**src/rtl/mdc_pkg.sv**
```systemverilog
// mdc_pkg: register map, field layout, reset values and states of the mirror dimming control
package mdc_pkg;

  ////////////////////////////////////////////////////////////////////////////////
  // register byte offsets on the apb bus
  localparam logic [7:0] CTRL_OFS      = 8'h00;
  localparam logic [7:0] CFG_OFS       = 8'h04;
  localparam logic [7:0] DIAG_OFS      = 8'h08;
  localparam logic [7:0] VSTAT_OFS     = 8'h0C;
  localparam logic [7:0] IRQ_STAT_OFS  = 8'h10;
  localparam logic [7:0] IRQ_MASK_OFS  = 8'h14;

  ////////////////////////////////////////////////////////////////////////////////
  // field positions
  localparam int CTRL_CODE_LSB = 0;
  localparam int CTRL_EN_BIT   = 8;
  localparam int CTRL_HR_BIT   = 9;
  localparam int CTRL_FD_BIT   = 10;
  localparam int CTRL_OCR_BIT  = 11;
  localparam int CFG_MODE_LSB  = 0;
  localparam int CFG_UVSD_BIT  = 8;
  localparam int CFG_LOCK_BIT  = 9;
  localparam int CODE_W        = 6;
  localparam int MODE_W        = 4;

  // latched fault flags, same layout in diag, irq status and irq mask
  localparam int NUM_FLAGS = 8;
  localparam int F_SW_OC   = 0;
  localparam int F_SW_OL   = 1;
  localparam int F_SUP_OC  = 2;
  localparam int F_SUP_OL  = 3;
  localparam int F_OV      = 4;
  localparam int F_UV      = 5;
  localparam int F_TSD     = 6;
  localparam int F_CP      = 7;
  // live comparator inputs follow the flag inputs in the pin vector
  localparam int IN_VHI    = 8;
  localparam int IN_VNR    = 9;
  localparam int NUM_PINS  = 10;

  ////////////////////////////////////////////////////////////////////////////////
  // reset values
  localparam logic [CODE_W-1:0] CODE_RST  = 6'h00;
  localparam logic [MODE_W-1:0] MODE_RST  = 4'h0;
  localparam logic              UVSD_RST  = 1'b1;
  localparam logic              LOCK_RST  = 1'b1;
  localparam logic [7:0]        MASK_RST  = 8'h00;

  ////////////////////////////////////////////////////////////////////////////////
  // target scale: one step is full scale over 63, clamp limit derived from it
  localparam int EC_FULL_MV    = 1500;
  localparam int EC_LOW_MV     = 1200;
  localparam int EC_CODE_STEPS = 63;
  localparam logic [CODE_W-1:0] EC_LOW_MAX_CODE =
    CODE_W'(EC_LOW_MV * EC_CODE_STEPS / EC_FULL_MV);

  // supply output drive selections
  localparam logic [MODE_W-1:0] OUT_MODE_OFF = 4'h0;
  localparam logic [MODE_W-1:0] OUT_MODE_ON  = 4'h1;

  typedef enum logic [1:0] {
    ST_IDLE     = 2'b00,
    ST_REGULATE = 2'b01,
    ST_HALTED   = 2'b10
  } mdc_ec_state_type;

endpackage

```
**src/rtl/mdc_top.sv**
```systemverilog
// mdc_top: electrochromic mirror voltage control with apb registers and fault handling
`timescale 1ns/1ps
`default_nettype none

module mdc_top (
  // apb slave
  input  wire logic                       pclk,
  input  wire logic                       presetn,
  input  wire logic                       psel,
  input  wire logic                       penable,
  input  wire logic                       pwrite,
  input  wire logic [7:0]                 paddr,
  input  wire logic [31:0]                pwdata,
  output logic      [31:0]                prdata,
  output logic                            pready,
  output logic                            pslverr,
  // analog comparators and detectors, asynchronous
  input  wire logic                       ec_voltage_high_cmp,
  input  wire logic                       ec_voltage_low_cmp,
  input  wire logic                       ec_switch_oc_det,
  input  wire logic                       ec_switch_ol_det,
  input  wire logic                       mirror_supply_oc_det,
  input  wire logic                       mirror_supply_ol_det,
  input  wire logic                       supply_ov_det,
  input  wire logic                       supply_uv_det,
  input  wire logic                       thermal_shutdown_level_one,
  input  wire logic                       charge_pump_low_fault,
  // drive controls
  output logic [mdc_pkg::MODE_W-1:0]      mirror_supply_output,
  output logic                            ec_regulator_enable,
  output logic                            ec_gate_drive_pin_pulldown,
  output logic [mdc_pkg::CODE_W-1:0]      ec_target_level,
  output logic                            ec_discharge_switch_on,
  // interrupt
  output logic                            irq
);

  ////////////////////////////////////////////////////////////////////////////////
  // state
  typedef struct packed {
    logic [mdc_pkg::NUM_PINS-1:0]  s1;
    logic [mdc_pkg::NUM_PINS-1:0]  s2;
    logic [mdc_pkg::NUM_PINS-1:0]  s3;
    logic [mdc_pkg::NUM_PINS-1:0]  filt;
    logic [mdc_pkg::CODE_W-1:0]    code;
    logic                          ec_en;
    logic                          high_rng;
    logic                          fd_en;
    logic                          ocr_en;
    logic [mdc_pkg::MODE_W-1:0]    out_cfg;
    logic                          uvsd_en;
    logic                          lock_en;
    logic [mdc_pkg::NUM_FLAGS-1:0] flags;
    logic [mdc_pkg::NUM_FLAGS-1:0] istat;
    logic [mdc_pkg::NUM_FLAGS-1:0] imask;
    mdc_pkg::mdc_ec_state_type     st;
    logic [31:0]                   prdata;
    logic                          pready;
    logic                          pslverr;
    logic [mdc_pkg::MODE_W-1:0]    out_mode;
    logic                          reg_en;
    logic                          gate_pd;
    logic [mdc_pkg::CODE_W-1:0]    level;
    logic                          dis_on;
    logic                          irq;
  } mdc_state_type;

  localparam mdc_state_type STATE_RST = '{
    code:     mdc_pkg::CODE_RST,
    out_cfg:  mdc_pkg::MODE_RST,
    uvsd_en:  mdc_pkg::UVSD_RST,
    lock_en:  mdc_pkg::LOCK_RST,
    imask:    mdc_pkg::MASK_RST,
    st:       mdc_pkg::ST_IDLE,
    out_mode: mdc_pkg::OUT_MODE_OFF,
    gate_pd:  1'b1,
    default:  '0
  };

  mdc_state_type                 r;
  mdc_state_type                 n;
  logic [mdc_pkg::NUM_PINS-1:0]  pin_vec;
  logic                          acc_done;
  logic                          ctrl_wr;
  logic                          fault;
  logic [mdc_pkg::NUM_FLAGS-1:0] set_v;
  logic [mdc_pkg::NUM_FLAGS-1:0] clr_v;
  logic [mdc_pkg::NUM_FLAGS-1:0] rdclr_v;

  assign pin_vec = {ec_voltage_low_cmp, ec_voltage_high_cmp, charge_pump_low_fault,
                    thermal_shutdown_level_one, supply_uv_det, supply_ov_det,
                    mirror_supply_ol_det, mirror_supply_oc_det, ec_switch_ol_det,
                    ec_switch_oc_det};

  ////////////////////////////////////////////////////////////////////////////////
  // next-state logic
  always_comb begin
    n = r;
    // three-stage synchroniser; a change counts once stages two and three agree
    n.s1 = pin_vec;
    n.s2 = r.s1;
    n.s3 = r.s2;
    for (int i = 0; i < mdc_pkg::NUM_PINS; i++) begin
      if (r.s2[i] == r.s3[i]) begin
        n.filt[i] = r.s3[i];
      end
    end

    // apb access completes on the second access edge (one wait state)
    acc_done = psel & penable & r.pready;
    ctrl_wr  = acc_done & pwrite & (paddr == mdc_pkg::CTRL_OFS);
    clr_v    = '0;
    rdclr_v  = '0;
    if (acc_done && pwrite && paddr == mdc_pkg::DIAG_OFS) begin
      clr_v = pwdata[mdc_pkg::NUM_FLAGS-1:0];
    end
    // only bits actually returned to software are cleared, so late events survive
    if (acc_done && !pwrite && paddr == mdc_pkg::IRQ_STAT_OFS) begin
      rdclr_v = r.prdata[mdc_pkg::NUM_FLAGS-1:0];
    end

    // register writes
    if (acc_done && pwrite) begin
      unique case (paddr)
        mdc_pkg::CTRL_OFS: begin
          n.code     = pwdata[mdc_pkg::CTRL_CODE_LSB +: mdc_pkg::CODE_W];
          n.ec_en    = pwdata[mdc_pkg::CTRL_EN_BIT];
          n.high_rng = pwdata[mdc_pkg::CTRL_HR_BIT];
          n.fd_en    = pwdata[mdc_pkg::CTRL_FD_BIT];
          n.ocr_en   = pwdata[mdc_pkg::CTRL_OCR_BIT];
        end
        mdc_pkg::CFG_OFS: begin
          n.out_cfg = pwdata[mdc_pkg::CFG_MODE_LSB +: mdc_pkg::MODE_W];
          n.uvsd_en = pwdata[mdc_pkg::CFG_UVSD_BIT];
          n.lock_en = pwdata[mdc_pkg::CFG_LOCK_BIT];
        end
        mdc_pkg::IRQ_MASK_OFS: begin
          n.imask = pwdata[mdc_pkg::NUM_FLAGS-1:0];
        end
        default: begin
        end
      endcase
    end

    // fault flags latch; a set in the clearing cycle wins
    set_v = r.filt[mdc_pkg::NUM_FLAGS-1:0];
    if (r.ocr_en) begin
      set_v[mdc_pkg::F_SW_OC] = 1'b0;
    end
    n.flags = (r.flags & ~clr_v) | set_v;
    // without the lock, supply voltage flags track the detector and clear by themselves
    if (!r.lock_en) begin
      n.flags[mdc_pkg::F_OV] = r.filt[mdc_pkg::F_OV];
      n.flags[mdc_pkg::F_UV] = r.filt[mdc_pkg::F_UV];
    end
    n.istat = (r.istat & ~rdclr_v) | (n.flags & ~r.flags);

    // faults that shut the mirror block down; undervoltage may be exempt
    fault = r.flags[mdc_pkg::F_SUP_OC] | r.flags[mdc_pkg::F_OV]
          | (r.flags[mdc_pkg::F_UV] & r.uvsd_en) | r.flags[mdc_pkg::F_TSD]
          | r.flags[mdc_pkg::F_CP];

    // mirror control sequence
    unique case (r.st)
      mdc_pkg::ST_IDLE: begin
        if (n.ec_en) begin
          n.st = mdc_pkg::ST_REGULATE;
        end
      end
      mdc_pkg::ST_REGULATE: begin
        if (!n.ec_en) begin
          n.st = mdc_pkg::ST_IDLE;
        end else if (fault) begin
          n.st   = mdc_pkg::ST_HALTED;
          n.code = mdc_pkg::CODE_RST;
        end
      end
      mdc_pkg::ST_HALTED: begin
        // a target write after the flags are gone restarts regulation
        if (!n.ec_en) begin
          n.st = mdc_pkg::ST_IDLE;
        end else if (ctrl_wr && !fault) begin
          n.st = mdc_pkg::ST_REGULATE;
        end else begin
          n.code = mdc_pkg::CODE_RST;
        end
      end
      default: begin
        n.st = mdc_pkg::ST_IDLE;
      end
    endcase

    // supply output: forced on while regulating, off while halted, own selection else
    if (n.st == mdc_pkg::ST_REGULATE) begin
      n.out_mode = mdc_pkg::OUT_MODE_ON;
    end else if (n.st == mdc_pkg::ST_HALTED) begin
      n.out_mode = mdc_pkg::OUT_MODE_OFF;
    end else begin
      n.out_mode = n.out_cfg;
    end
    n.reg_en  = (n.st == mdc_pkg::ST_REGULATE);
    n.gate_pd = (n.st != mdc_pkg::ST_REGULATE);

    // applied target keeps the 1.5 V / 63 step; only the ceiling moves with range
    if (!n.high_rng && n.code > mdc_pkg::EC_LOW_MAX_CODE) begin
      n.level = mdc_pkg::EC_LOW_MAX_CODE;
    end else begin
      n.level = n.code;
    end

    // discharge switch needs enable, voltage above target and no switch overcurrent
    n.dis_on = n.ec_en & n.fd_en & n.filt[mdc_pkg::IN_VHI]
             & ~n.flags[mdc_pkg::F_SW_OC];

    n.irq = |(n.istat & n.imask);

    // first access edge: answer prepared, pready raised for the second access edge
    n.pready = psel & penable & ~r.pready;
    if (psel && penable && !r.pready) begin
      n.pslverr = 1'b0;
      unique case (paddr)
        mdc_pkg::CTRL_OFS: begin
          n.prdata = {20'h00000, r.ocr_en, r.fd_en, r.high_rng, r.ec_en, 2'h0, r.code};
        end
        mdc_pkg::CFG_OFS: begin
          n.prdata = {22'h000000, r.lock_en, r.uvsd_en, 4'h0, r.out_cfg};
        end
        mdc_pkg::DIAG_OFS: begin
          n.prdata = {24'h000000, n.flags};
        end
        mdc_pkg::VSTAT_OFS: begin
          n.prdata = {30'h00000000, r.filt[mdc_pkg::IN_VNR], r.filt[mdc_pkg::IN_VHI]};
        end
        mdc_pkg::IRQ_STAT_OFS: begin
          n.prdata = {24'h000000, n.istat};
        end
        mdc_pkg::IRQ_MASK_OFS: begin
          n.prdata = {24'h000000, r.imask};
        end
        default: begin
          n.prdata  = 32'h00000000;
          n.pslverr = 1'b1;
        end
      endcase
    end
  end

  ////////////////////////////////////////////////////////////////////////////////
  // state register
  always_ff @(posedge pclk or negedge presetn) begin
    if (!presetn) begin
      r <= STATE_RST;
    end else begin
      r <= n;
    end
  end

  // all outputs straight from flip-flops
  assign prdata                     = r.prdata;
  assign pready                     = r.pready;
  assign pslverr                    = r.pslverr;
  assign mirror_supply_output       = r.out_mode;
  assign ec_regulator_enable        = r.reg_en;
  assign ec_gate_drive_pin_pulldown = r.gate_pd;
  assign ec_target_level            = r.level;
  assign ec_discharge_switch_on     = r.dis_on;
  assign irq                        = r.irq;
endmodule

`default_nettype wire

```
**config.mk**
```make
export PLATFORM = sky130hd
export DESIGN_NAME = mdc_top
export DESIGN_NICKNAME = d
export VERILOG_FILES = /design/src/rtl/mdc_pkg.sv /design/src/rtl/mdc_top.sv
export SDC_FILE = /design/constraint.sdc
export NUM_CORES = 1
export LEC_CHECK = 0
export BUFFER_PORTS_ARGS = -buffer_cell sky130_fd_sc_hd__buf_2
export CORE_UTILIZATION = 35
export CTS_CLUSTER_DIAMETER = 100
export DETAILED_ROUTE_END_ITERATION = 10
export GPL_TIMING_DRIVEN = 0
export PLACE_DENSITY_LB_ADDON = 0.12
export SYNTH_ARGS = -nofsm -noshare
export SYNTH_HDL_FRONTEND = slang
export SYNTH_SLANG_ARGS = --single-unit
```
**constraint.sdc**
```tcl
create_clock -name pclk -period 4.5 [get_ports pclk]
set_clock_uncertainty 0.2 [all_clocks]
set_input_delay 0.675 -clock pclk [delete_from_list [all_inputs] [get_ports pclk]]
set_output_delay 0.675 -clock pclk [all_outputs]
set_load 0.005 [all_outputs]
```
==> impl_metrics.sql <==
INSERT INTO impl_metrics (metric_group, metric, value, unit) VALUES
('status', 'status', 'complete, no violations', ''),
('clock_tree', 'clock_tree.root_cell', 'sky130_fd_sc_hd__clkbuf_16', ''),
('sta', 'fmax', '306', 'MHz'),
('synthesis', 'synth_enable_flop_cells', '0', ''),
('clock_tree', 'clk_pin_slew', '0.07', 'ns'),
('detailed_routing', 'detailroute.via_count', '3669', ''),
('sta', 'setup_total_neg_slack', '0', 'ns'),
('final_layout', 'final_cell_area', '5850', 'um^2'),
('final_layout', 'area_delta_synth_final', '19.3', '%'),
('detailed_routing', 'first_iter_violations', '186', ''),
('clock_tree', 'cts.sinks', '110', ''),
('place', 'port_buffers', '61', ''),
('final_layout', 'final_layout_size_suffix_gt1_share', '28.3', '%'),
('detailed_routing', 'detailed_route_wl', '12.1', 'mm'),
('final_layout', 'nNetsFinal', '595', ''),
('grt', 'antenna_found_initial', '0', ''),
('synthesis', 'syn_area_per_cell', '11.1', 'um^2'),
('pwr', 'static-leakage-power', '2.83', 'nW'),
('sta', 'final_setup_fails', '0', ''),
('floorplanning', 'design.die.area', '14500', 'um^2'),
('synthesis', 'netlist_top_cells_area', 'sky130_fd_sc_hd__dfrtp_1 (55%), sky130_fd_sc_hd__buf_4 (6.4%), sky130_fd_sc_hd__nand2_1 (3.5%)', ''),
('run', 'cap_viol_max_count', '0', ''),
('detailed_routing', 'ant_nets', '0', ''),
('pwr', 'power.density', '337', 'nW/um^2'),
('clock_tree', 'cts_buffers', '9', ''),
('setup_path', 'crit_required', '4.55', 'ns'),
('setup_path', 'timing.critical_path.slowest_cell_delay', '0.80', 'ns'),
('place', 'dpl.hpwl', '8.75', 'mm'),
('synthesis', 'yosysUniqueCellTypes', '61', ''),
('setup_path', 'timing.critical_path.from_type', 'input port', ''),
('clock_tree', 'cts_tree', 'done', ''),
('grt', 'first_global_vias', '3436', ''),
('worst_hold_path', 'hold_class', 'in2async', ''),
('clock_tree', 'clk_latency', '0.35', 'ns'),
('grt', 'grt_overflow', '0', ''),
('sta', 'timing.final.hold_violations', '0', ''),
('setup_path', 'critical_path.cell_chain', 'buf_2 > or4_1 > buf_2 > nor4_2 > a22oi_1 > and3b_1 > clkbuf_1 > a211oi_1', ''),
('sta', 'fin_crit', '3.27', 'ns'),
('place', 'gp_routability_congestion', '0.824', ''),
('detailed_routing', 'detail_route.drc_violations', '0', ''),
('synthesis', 'sequential_fraction_of_the_synthesis_area', '56.2', '%'),
('synthesis', 'combined_area_of_all_synthesized_cells', '4900', 'um^2'),
('synthesis', 'adder_cell_share_of_the_synthesized_area', '3.06', '%'),
('synthesis', 'synth_flop_cell', 'sky130_fd_sc_hd__dfrtp_1', ''),
('clock_tree', 'post_cts_resize_count', '0', ''),
('place', 'post_dp_cell_area', '5550', 'um^2'),
('setup_path', 'crit_slowest_cell', 'sky130_fd_sc_hd__nor4_2', ''),
('synthesis', 'yosys.cell_count.top_type', 'sky130_fd_sc_hd__dfrtp_1', ''),
('synthesis', 'synth_simple_gate_area_share', '13.3', '%'),
('floorplanning', 'coreArea', '13500', 'um^2'),
('synthesis', 'yosys_register_bits', '110', ''),
('floorplanning', 'chipHeight', '120', 'um'),
('synthesis', 'post_synth_mux_area_share', '5.39', '%'),
('synthesis', 'largest_family_of_logic_cells_by_synthesized_area', 'simple AND/OR/NAND/NOR gates', ''),
('synthesis', 'synth_xor_area_share', '0', '%'),
('grt', 'grt_max_degree', '68', ''),
('setup_path', 'critical_path_class', 'in2reg', ''),
('pwr', 'vdd_ir_drop_max', '0.132', 'mV'),
('setup_path', 'critPathMostFrequentCell', 'sky130_fd_sc_hd__buf_2', ''),
('floorplanning', 'standard_cell_rows', '42', ''),
('sta', 'period_utilisation_layout', '72.7', '%'),
('sta', 'unrepaired_setup_endpoints_after_global_routing', 'no', ''),
('synthesis', 'async_flop_share', '100', '%'),
('detailed_routing', 'routedWlPerCell', '16.9', 'um'),
('grt', 'grtUsageTotal', '17.5', '%'),
('synthesis', 'synth_commonest_cells', 'sky130_fd_sc_hd__dfrtp_1 (107), sky130_fd_sc_hd__nand2_1 (46), sky130_fd_sc_hd__buf_4 (42)', ''),
('clock_tree', 'cts_setup_buffers', '0', ''),
('clock_tree', 'htree_levels', '3', ''),
('detailed_routing', 'routed_via_density', '5.12', ''),
('synthesis', 'netlist_instances', '443', ''),
('setup_path', 'critical_path.endpoint_type', 'flop', '');
cells in the final DEF, fill, tap and decap left out, types with 4 or more instances in the layout:
master / n
sky130_fd_sc_hd__nand3_1: 12
sky130_fd_sc_hd__maj3_1: 10
sky130_fd_sc_hd__o22ai_1: 4
sky130_fd_sc_hd__o21a_1: 4
sky130_fd_sc_hd__clkbuf_1: 13
sky130_fd_sc_hd__nor4_2: 4
sky130_fd_sc_hd__nor2_1: 12
sky130_fd_sc_hd__nand4_1: 4
sky130_fd_sc_hd__a21oi_1: 22
sky130_fd_sc_hd__inv_1: 22
sky130_fd_sc_hd__clkbuf_16: 9
sky130_fd_sc_hd__or3_1: 4
sky130_fd_sc_hd__nor3_1: 11
sky130_fd_sc_hd__a211oi_1: 7
sky130_fd_sc_hd__conb_1: 20
sky130_fd_sc_hd__a221oi_1: 5
sky130_fd_sc_hd__buf_4: 44
sky130_fd_sc_hd__dfrtp_1: 107
sky130_fd_sc_hd__nor4_1: 5
sky130_fd_sc_hd__or2_2: 6
sky130_fd_sc_hd__mux2i_1: 8
sky130_fd_sc_hd__a21o_1: 4
sky130_fd_sc_hd__o21ai_0: 11
sky130_fd_sc_hd__nand2b_1: 4
sky130_fd_sc_hd__mux2_2: 15
sky130_fd_sc_hd__a31oi_1: 4
sky130_fd_sc_hd__a22oi_1: 6
sky130_fd_sc_hd__nand2_1: 46
sky130_fd_sc_hd__buf_2: 61
sky130_fd_sc_hd__ha_1: 4
critical path, delay by kind of cell:
family	cells	cell delay [ns]
simple gates	3	1.62
compound gates	2	0.52
buf+inv	3	0.50
cell families after synthesis:
kind of cell,after synthesis
AND/OR/NAND/NOR,126
flip-flops,110
AO/OA/AOI/OAI,90
buffers and inverters,78
multiplexers,24
adder cells (fa/ha/maj),14
other,1
worst paths after layout:
kind                       startpoint                 endpoint  slack (ns)  cells after the start
hold reg to reg                n[112]                   n[102]        0.15                      0
max in group asynchronous     presetn                   n[104]        3.24                      2
min in group pclk              n[112]                   n[102]        0.15                      0
setup / recovery             paddr[5]  mirror_supply_output[2]        1.23                      8
hold / removal                presetn                   n[108]        0.13                      1
setup reg to reg               pready                      irq        1.51                      6
per-stage QoR:
| stage | power, mW | utilization (%) | setup slack [ns] | instances | hold slack (ns) |
|---|---|---|---|---|---|
| floorplan | 1.12 | - | 1.48 | 462 | 0.131 |
| global placement | 1.19 | 40.9 | 0.415 | 699 | 0.132 |
| detailed placement | 1.19 | 41.2 | 0.365 | 701 | 0.135 |
| CTS | 2.00 | 43.4 | 0.739 | 717 | 0.151 |
| global route | 2.05 | 43.5 | 1.08 | 717 | 0.158 |
| finish | 1.97 | 43.5 | 1.23 | 717 | 0.133 |
area by class of cell:
type | instances | area (um^2)
clock buffers | 13 | 250
inverters | 23 | 86.3
repair buffers | 63 | 343
plain buffers | 55 | 373
clock inverters | 3 | 43.8
multi-input cells | 274 | 1780
well taps | 176 | 220
flip-flops and latches | 110 | 2760
fillers | 1331 | 7600
flip-flops by register name, indices dropped and copies added (netlist names):
name,cells
ec_discharge_switch_on,1
ec_gate_drive_pin_pulldown,1
ec_regulator_enable,1
ec_target_level,6
irq,1
mirror_supply_output,4
n,20
prdata,12
pready,1
pslverr,1
r,62
layer usage:
layer	vias to the layer above	GRT usage, %	share of wire (%)
li1	1706	-	-
met1	1804	23.4	45
met2	137	27.0	46
met3	22	3.63	6.1
met4	0	8.56	2.5
met5	-	0	0
power breakdown:
group	total (mW)	switching (mW)	internal [mW]	leakage, nW
sequential	1.04	0.0204	1.02	1.35
combinational	0.135	0.0811	0.0537	1.33
clock	0.799	0.351	0.448	0.144
total	1.97	0.453	1.52	2.83
Note: power is estimated with default switching activity, not from simulation.
